`config.mk`:
```
export PLATFORM = sky130hd
export DESIGN_NAME = dsli_core
export DESIGN_NICKNAME = d
export VERILOG_FILES = /design/src/include/dsli_pkg.sv /design/src/design/dsli_core.sv
export SDC_FILE = /design/constraint.sdc
export NUM_CORES = 1
export LEC_CHECK = 0
export BUFFER_PORTS_ARGS = -buffer_cell sky130_fd_sc_hd__buf_2
export CAP_MARGIN = 20
export CORE_UTILIZATION = 60
export CTS_CLUSTER_DIAMETER = 200
export DETAILED_ROUTE_END_ITERATION = 7
export PLACE_DENSITY = 0.84
export REMOVE_ABC_BUFFERS = 1
export SLEW_MARGIN = 0
export SYNTH_ARGS = -nofsm -noshare
export SYNTH_HDL_FRONTEND = slang
export SYNTH_SLANG_ARGS = --single-unit
```
`constraint.sdc`:
```
create_clock -name mclk_in -period 4.3 [get_ports mclk_in]
set_input_delay 0.86 -clock mclk_in [delete_from_list [all_inputs] [get_ports mclk_in]]
set_output_delay 0.86 -clock mclk_in [all_outputs]
set_load 0.005 [all_outputs]
```
`src/include/dsli_pkg.sv`:
```
/*
 contents: shared constants for the dac serial load interface
 assumes: included before design/dsli_core.sv
*/
package dsli_pkg;
   // width of the serial input shift register
   localparam int unsigned WORD_BITS = 24;
   // width of the converter code held in the registers
   localparam int unsigned CODE_BITS = 20;
   // width of the bit counter, enough to count to WORD_BITS
   localparam int unsigned CNT_BITS = 5;
   // power-on contents of input and converter registers
   localparam logic [19:0] CODE_RESET = 20'h00000;
   // default preset code that the clear input forces
   localparam logic [19:0] CLEAR_CODE_DEFAULT = 20'h00000;
   // offset that turns a twos complement code into straight binary
   localparam logic [19:0] CODE_MSB = 20'h80000;
   // link clock limit set by the host, kept for reference, MHz
   localparam int unsigned LINK_MAX_MHZ = 35;
   // frame states
   typedef enum logic [0:0] {
      DSLI_IDLE = 1'b0,
      DSLI_SHIFT = 1'b1
   } dsli_state_t;
endpackage : dsli_pkg

```
`src/design/dsli_core.sv`:
```
/*
 contents: serial write, readback and update logic of the converter interface
 assumes: mclk_in much faster than the link clock; all pins are asynchronous
*/
`timescale 1ns/1ps

// Notes on behaviour
// - shift only while frame select is low
// - 24-bit register samples input on falling edges
// - serial output changes on rising clock edges
// - load tied low: update at frame end
// - load high: defer update to load fall
// - clear loads preset code, coding selects level
// - reset restores power-on state
// - frame select falling starts, rising ends frame
module dsli_core #(
   parameter logic [19:0] CLEAR_CODE = dsli_pkg::CLEAR_CODE_DEFAULT
) (
   input wire logic mclk_in,
   input wire logic rst_n_in,
   input wire logic frame_sel_n_in,
   input wire logic sclk_in,
   input wire logic serial_in,
   input wire logic load_output_n_in,
   input wire logic clear_to_preset_n_in,
   input wire logic device_reset_n_in,
   input wire logic twos_comp_in,
   output logic serial_out,
   output logic [19:0] dac_code_out,
   output logic [19:0] input_reg_out,
   output logic [23:0] last_word_out,
   output logic output_update_out
);
   // two-stage synchronisers for the six pins, packed
   logic [5:0] sync_a;
   logic [5:0] sync_b;
   logic [5:0] prev;
   // synchronised levels
   logic fs_n, sck, sdi, ld_n, clear_n, dev_rst_n;
   assign fs_n = sync_b[0];
   assign sck = sync_b[1];
   assign sdi = sync_b[2];
   assign ld_n = sync_b[3];
   assign clear_n = sync_b[4];
   assign dev_rst_n = sync_b[5];
   // edge strobes, one mclk cycle each
   logic fs_fall, fs_rise, sck_fall, sck_rise, ld_fall;
   assign fs_fall = prev[0] & ~fs_n;
   assign fs_rise = ~prev[0] & fs_n;
   assign sck_fall = prev[1] & ~sck;
   assign sck_rise = ~prev[1] & sck;
   assign ld_fall = prev[3] & ~ld_n;
   // frame state and shift machinery
   dsli_pkg::dsli_state_t state;
   logic [23:0] shift;
   logic [4:0] count;
   logic pending;
   // soft reset from the device reset pin, acts like power-on
   logic soft_rst;
   assign soft_rst = ~dev_rst_n;

   // synchroniser chain; first stage only feeds second
   always_ff @(posedge mclk_in or negedge rst_n_in)
   begin
      if (!rst_n_in)
      begin
         sync_a <= 6'h3b;
         sync_b <= 6'h3b;
         prev <= 6'h3b;
      end
      else
      begin
         sync_a <= {device_reset_n_in, clear_to_preset_n_in, load_output_n_in,
                    serial_in, sclk_in, frame_sel_n_in};
         sync_b <= sync_a;
         prev <= sync_b;
      end
   end

   // frame tracking: falling select opens, rising select closes
   always_ff @(posedge mclk_in or negedge rst_n_in)
   begin
      if (!rst_n_in)
         state <= dsli_pkg::DSLI_IDLE;
      else if (soft_rst)
         state <= dsli_pkg::DSLI_IDLE;
      else
      begin
         case (state)
            dsli_pkg::DSLI_IDLE:
               if (fs_fall)
                  state <= dsli_pkg::DSLI_SHIFT;
            dsli_pkg::DSLI_SHIFT:
               if (fs_rise)
                  state <= dsli_pkg::DSLI_IDLE;
            default:
               state <= dsli_pkg::DSLI_IDLE;
         endcase
      end
   end

   // shift register samples the input on falling link clock edges in a frame
   always_ff @(posedge mclk_in or negedge rst_n_in)
   begin
      if (!rst_n_in)
      begin
         shift <= 24'h000000;
         count <= 5'h00;
      end
      else if (soft_rst)
      begin
         shift <= 24'h000000;
         count <= 5'h00;
      end
      else if (fs_fall)
         count <= 5'h00;
      else if (state == dsli_pkg::DSLI_SHIFT && !fs_n && sck_fall)
      begin
         shift <= {shift[22:0], sdi};
         // saturate so overlong frames cannot wrap the count
         if (count != 5'(dsli_pkg::WORD_BITS))
            count <= count + 5'h01;
      end
   end

   // readback: msb of the shift register leaves on rising edges
   always_ff @(posedge mclk_in or negedge rst_n_in)
   begin
      if (!rst_n_in)
         serial_out <= 1'b0;
      else if (soft_rst)
         serial_out <= 1'b0;
      else if (state == dsli_pkg::DSLI_SHIFT && sck_rise)
         serial_out <= shift[23];
   end

   // a full word is only accepted at frame end with at least 24 bits, the count saturating at 24
   logic word_done;
   assign word_done = (state == dsli_pkg::DSLI_SHIFT) && fs_rise
                      && (count == 5'(dsli_pkg::WORD_BITS));

   // input register, converter register and deferred update
   logic [19:0] clear_level;
   assign clear_level = twos_comp_in ? (CLEAR_CODE ^ dsli_pkg::CODE_MSB) : CLEAR_CODE;
   always_ff @(posedge mclk_in or negedge rst_n_in)
   begin
      if (!rst_n_in)
      begin
         input_reg_out <= dsli_pkg::CODE_RESET;
         dac_code_out <= dsli_pkg::CODE_RESET;
         last_word_out <= 24'h000000;
         pending <= 1'b0;
         output_update_out <= 1'b0;
      end
      else if (soft_rst)
      begin
         input_reg_out <= dsli_pkg::CODE_RESET;
         dac_code_out <= dsli_pkg::CODE_RESET;
         last_word_out <= 24'h000000;
         pending <= 1'b0;
         output_update_out <= 1'b0;
      end
      else
      begin
         output_update_out <= 1'b0;
         if (!clear_n)
         begin
            // clear outranks any load in the same cycle
            dac_code_out <= clear_level;
            output_update_out <= 1'b1;
         end
         else if (word_done && !ld_n)
         begin
            input_reg_out <= shift[19:0];
            dac_code_out <= shift[19:0];
            output_update_out <= 1'b1;
            pending <= 1'b0;
         end
         else if (ld_fall && pending)
         begin
            dac_code_out <= input_reg_out;
            output_update_out <= 1'b1;
            pending <= 1'b0;
         end
         if (word_done)
            last_word_out <= shift;
         if (word_done && ld_n)
         begin
            input_reg_out <= shift[19:0];
            pending <= 1'b1;
         end
      end
   end

   // checks
   property p_shift_in_frame;
      @(posedge mclk_in) disable iff (!rst_n_in)
      (state == dsli_pkg::DSLI_IDLE && !soft_rst) |=> $stable(shift) || $past(fs_fall);
   endproperty
   a_shift_in_frame: assert property (p_shift_in_frame) else $error("shift moved outside frame");

   property p_shift_bit;
      @(posedge mclk_in) disable iff (!rst_n_in)
      (state == dsli_pkg::DSLI_SHIFT && !fs_n && sck_fall && !soft_rst && !fs_fall)
      |=> shift[0] == $past(sdi);
   endproperty
   a_shift_bit: assert property (p_shift_bit) else $error("input bit not captured");

   property p_sdo_rise;
      @(posedge mclk_in) disable iff (!rst_n_in)
      (!sck_rise && !soft_rst) |=> $stable(serial_out);
   endproperty
   a_sdo_rise: assert property (p_sdo_rise) else $error("serial out moved off rising edge");

   property p_load_low;
      @(posedge mclk_in) disable iff (!rst_n_in)
      (word_done && !ld_n && clear_n && !soft_rst) |=> dac_code_out == $past(shift[19:0]);
   endproperty
   a_load_low: assert property (p_load_low) else $error("no update at frame end");

   property p_defer;
      @(posedge mclk_in) disable iff (!rst_n_in)
      (word_done && ld_n && clear_n && !soft_rst) |=> $stable(dac_code_out) && pending;
   endproperty
   a_defer: assert property (p_defer) else $error("deferred update leaked");

   property p_clear;
      @(posedge mclk_in) disable iff (!rst_n_in)
      (!clear_n && !soft_rst) |=> dac_code_out == $past(clear_level) && output_update_out;
   endproperty
   a_clear: assert property (p_clear) else $error("clear code not loaded");

   property p_soft_reset;
      @(posedge mclk_in) disable iff (!rst_n_in)
      soft_rst |=> dac_code_out == dsli_pkg::CODE_RESET && !pending
                   && state == dsli_pkg::DSLI_IDLE;
   endproperty
   a_soft_reset: assert property (p_soft_reset) else $error("reset state wrong");

   property p_frame;
      @(posedge mclk_in) disable iff (!rst_n_in)
      (fs_rise && !soft_rst) |=> state == dsli_pkg::DSLI_IDLE;
   endproperty
   a_frame: assert property (p_frame) else $error("frame not closed");

   c_direct: cover property (@(posedge mclk_in) disable iff (!rst_n_in) word_done && !ld_n);
   c_defer: cover property (@(posedge mclk_in) disable iff (!rst_n_in)
      ld_fall && pending && clear_n);
   c_clear: cover property (@(posedge mclk_in) disable iff (!rst_n_in) !clear_n);
endmodule : dsli_core

```
After elaboration in Yosys (flattened, before gate mapping)
Index checks and enable logic that the tools add are counted.
Word-level totals
  register bits after elaboration: 113
  input port bits: 9
  output and inout port bits: 66
  logic and storage cells: 83
Operators by class
  $add $sub $neg: 1
  equal/unequal tests: 12
  muxes and demuxes: 33
  bitwise gates (word level): 11
  reduce and logical (&&, ||, !) cells: 14
Operator list (number)
  $mux W20: 9
  $mux W24: 5
  $mux W5: 4
  $mux W1: 14
  $ne A3 B1 Y1 const B: 3
  $logic_and A1 B1 Y1: 8
  $reduce_and A2 Y1: 4
  $ne A2 B1 Y1 const B: 3
  $not A1 Y1: 6
  $add A5 B1 Y5 const B: 1
  $and A1 B1 Y1: 5
  $eq A5 B5 Y1 const B: 1
  $ne A5 B5 Y1 const B: 1
  $ne A4 B1 Y1 const B: 1
  $ne A4 B2 Y1 const B: 1
  $ne A3 B2 Y1 const B: 1
  $logic_not A1 Y1: 2
  $ne A2 B2 Y1 const B: 1
  $pmux W1 S2: 1

Depth between registers and ports, before layout
  depth in word-level cells: 9
  depth in mapped cells: 8
  gate-level depth less buffers: 6

Worst setup path after synthesis
OpenSTA, ideal clock, no wires.
  path type: reg-to-reg
  start: reg count[0]
  end: reg input_reg_out[10]
  arrival time: 1570 ps
  required time: 4181 ps
  slack: 2611 ps
  cell stages (with the launch flop): 9
  clock period less this slack: 1689 ps
  cells stage by stage: dfrtp_1 -> inv_1 -> ha_1 -> nand4b_4 -> o31a_1 -> buf_4 -> buf_4 -> nand2_1 -> o21ai_2
On the way
  cells in the longest elaborated chain, start to end: 5
  elaborated cells on any way between the ends: 9
RTL lines
  from (decl): line dsli_core.sv:56  | logic [4:0] count;
  from (signal assigned): line dsli_core.sv:122  | count <= count + 5'h01;
  $eq A5 B5 Y1 (*): line dsli_core.sv:140  | && (count == 5'(dsli_pkg::WORD_BITS));
  $logic_and A1 B1 Y1 (*): line dsli_core.sv:140
  $logic_and A1 B1 Y1 (on tied branches): line dsli_core.sv:172, dsli_core.sv:187
  $ne A3 B1 Y1 (no source line), or another cell as far along
  $reduce_and A2 Y1 (no source line) / $mux W20 (equally long branches)
  to (signal assigned): line dsli_core.sv:149  | input_reg_out <= dsli_pkg::CODE_RESET;
  to (signal assigned): line dsli_core.sv:157  | input_reg_out <= dsli_pkg::CODE_RESET;
  to (signal assigned): line dsli_core.sv:174  | input_reg_out <= shift[19:0];
  to (decl): line dsli_core.sv:30  | output logic [19:0] input_reg_out,
Every way passes the cells marked *; elsewhere a longest branch is shown, timed or not.
A chain may end at the register's enable or synchronous reset.

Final worst setup path
  start: reg count[0]
  end: reg last_word_out[12]
On the way
  cells in the longest elaborated chain, start to end: 3
RTL lines
  $eq A5 B5 Y1: line dsli_core.sv:140
  $logic_and A1 B1 Y1: line dsli_core.sv:140
  $ne A2 B1 Y1 (no source line)
  to (signal assigned): line dsli_core.sv:186  | last_word_out <= shift;
  to (decl): line dsli_core.sv:31  | output logic [23:0] last_word_out,
No other way between the ends.

==> results.md <==
- Register area share after synthesis: 0.6071
- Total setup buffers inserted after CTS: 0
- # diodes: 0
- Final setup TNS: 0 ns
- Number of global-route vias before repair: 3345
- Finish-stage setup viols: 0
- Actual slew at the worst max-slew pin: 1.008 ns
- RSZ-0062 raised after global routing: false
- Layout cell share with drive strength beyond 1: 0.2485
- Met1 usage: 0.3425
- Initial Util: 0.6301
- CTS Hold Bufs: 0
- R2R Path End: last_word_out[12]
- Max transition margin: 0.3253
- WP data required: 4.59 ns
- P_leak: 2.519 nW
- Reg2reg start: count[0]
- Fin crit period: 2.208 ns
- GR peak layer: met2
- CP Launch Type: flip-flop
- DR WL/cell: 16.28 um
- Worst Skew: 0.01163 ns
- Multi-input gate area: 0.001654 mm^2
- Core area: 0.007370 mm^2
- H-tree depth: 3
- Slew Viols, Final: 0
- Remaining Overflow, GRT: 0
- Outcome: completed
- PwrDens: 333.7 mW/mm^2
- DPL Wire Length: 6.247 mm
- Most common cell after layout, fill and taps aside: nand2_1
- CTS Buffer Depth: 2
- Post-synthesis area per instance: 10.63 um^2
- Max-cap violations: 0
- Post-Syn Area: 0.004643 mm^2
- Routability cong.: 0.8853
- Filler cells: 551
- Hold Crit Class: reg -> reg
- Yosys cell types: 40
- Hold Vio Cnt, Final: 0
- Met3 global-route usage: 0.04907
- Reg area: 0.002819 mm^2
- VDD IR-drop max: 226.9 uV
- Pin count of the biggest net entering global routing: 54
- Reg clk slew, reported paths: 0.11 ns
- Worst R2R Setup Slack: 2.09 ns
- Total number of vias: 3423
- Clock Latency Late Sink: 0.37 ns
- Hold EP: sync_b[2]
- GRT met2 Usage: 0.4353
- Worst Path Arrival: 2.50 ns
- Crit path kind: reg -> reg
- DRT iter0 DRCs: 232
- I/O pin count: 75
- Max Clk Rate: 453.0 MHz
- Min-delay src: sync_a[2]
- DRC: 0
- Die Width: 89.97 um
- Post-CTS resize count: 0
- Synth Instances: 437
- TritonRoute pass-1 iters: 5
- Final ANT Viol Nets: 0
- Setup crit end kind: flip-flop
- Post-layout nets: 509
- GRT Total Usage: 0.2579
- CTS tree: yes
- DR vias/cell: 5.686
- Hold path cells: 0
- Row count: 31
- Crit-path max FO: 25
- Yosys warns: 0
- Buffers on Ports: 74
- Final WS setup: 2.092 ns
- Dpl ws: 2.132 ns
- Wire length of the first global-routing pass: 16.50 mm
- Most frequent cells in the layout: 138 x nand2_1, 99 x dfrtp_1, 73 x buf_2
- Period utilisation layout: 0.5134
- TritonCTS Buffers: 9
- Total Wirelength: 9.803 mm
- Initial antenna violation count: 0
- DIE AREA: 0.008095 mm^2
- FF+latch count, synth: 112
- CTS Sinks: 112
- Syn-to-layout area delta: 11.94%
- Chip height: 89.97 um
- R2R depth: 6
- CTS Root Cell: clkbuf_8
[kinds of logic (layout without fill, tap and decap cells)]
group                    count (synthesis)  count (layout)  share of synthesized area
adder cells (fa/ha/maj)                  2               2                   0.005389
flip-flops                             112             112                     0.6071
XOR/XNOR                                 4               4                   0.007547
AND/OR/NAND/NOR                        171             171                     0.1625
buffers and inverters                   31              97                    0.03745
AO/OA/AOI/OAI                           95              95                     0.1326
multiplexers                            22              22                    0.04743
[sequential cells by signal, indices dropped and copies added, names as in the netlist, 3 cells and up]
register       count
count              5
sync_b             6
input_reg_out     20
last_word_out     24
prev               3
shift             24
dac_code_out      20
sync_a             6
[final cells by class]
cell class,count,share of cell area
Clock buffer,11,0.02913
Clock inverter,5,0.007463
Inverter,4,0.002889
Multi-Input combinational cell,294,0.3182
Sequential cell,112,0.5424
Tap cell,99,0.02383
Timing Repair Buffer,77,0.07607
[synth_stat cells (all sizes together)]
cell / instances / area [um^2]
nand2: 139 / 529.3
dfrtp: 99 / 2477
a21oi: 51 / 255.2
mux2i: 22 / 220.2
o21ai: 21 / 142.6
o2bb2ai: 20 / 175.2
buf: 18 / 125.1
dfstp: 13 / 341.6
nor2: 11 / 43.80
clkbuf: 9 / 33.78
inv: 4 / 15.01
nand3: 4 / 32.53
xor2: 3 / 26.28
and4bb: 2 / 25.02
ha: 2 / 25.02
nand3b: 2 / 15.01
nand4: 2 / 12.51
nor3: 2 / 10.01
and2: 1 / 6.260
and3: 1 / 6.260
and3b: 1 / 8.760
and4b: 1 / 10.01
nand2b: 1 / 6.260
nand4b: 1 / 23.77
nand4bb: 1 / 11.26
nor2b: 1 / 6.260
nor3b: 1 / 7.510
o211ai: 1 / 7.510
o221ai: 1 / 26.28
o31a: 1 / 8.760
xnor2: 1 / 8.760
[worst max-delay path, cell delays in order, from the launching register on]
cell and delay, ns:
dfrtp_1 0.42, inv_1 0.10, ha_1 0.22, nand4b_4 0.20, nor2_2 0.84, nand2_1 0.17, a21oi_1 0.18
[metal layers]
metal	vias to the layer above	share of wire
li1	1592	-
met1	1711	0.43
met2	108	0.51
met3	12	0.050
met4	0	0.013
met5	-	0
[worst max-delay path by stage]
stage / from / to / slack [ns] / cells past startpoint
finish: count[0] / last_word_out[12] / 2.09 / 6
global route: count[0] / last_word_out[8] / 1.91 / 6
CTS: sync_b[5] / dac_code_out[0] / 2.11 / 4
detailed placement: sync_b[5] / dac_code_out[0] / 2.13 / 4
global placement: sync_b[5] / dac_code_out[10] / 2.21 / 4
floorplan: sync_b[5] / dac_code_out[0] / 2.24 / 3
[power by group]
part	internal, mW	switching, mW	total [mW]
Sequential	1.07	0.0123	1.08
Clock	0.247	0.351	0.598
Combinational	0.0118	0.0458	0.0576
Total	1.33	0.409	1.73
[stage by stage]
step           utilization  cell area (um^2)  total power [mW]  cells  hold slack [ns]
3_5_place_dp        0.6795              5007             1.158    586           0.3347
5_1_grt             0.7053              5197             1.785    602           0.3652
3_3_place_gp        0.6795              5007             1.156    586           0.3350
4_1_cts             0.7053              5197             1.740    602           0.3590
6_report            0.7053              5197             1.734    602           0.3588
2_1_floorplan            -              4484             1.118    410           0.3312
Note: power is estimated with default switching activity, not from simulation.
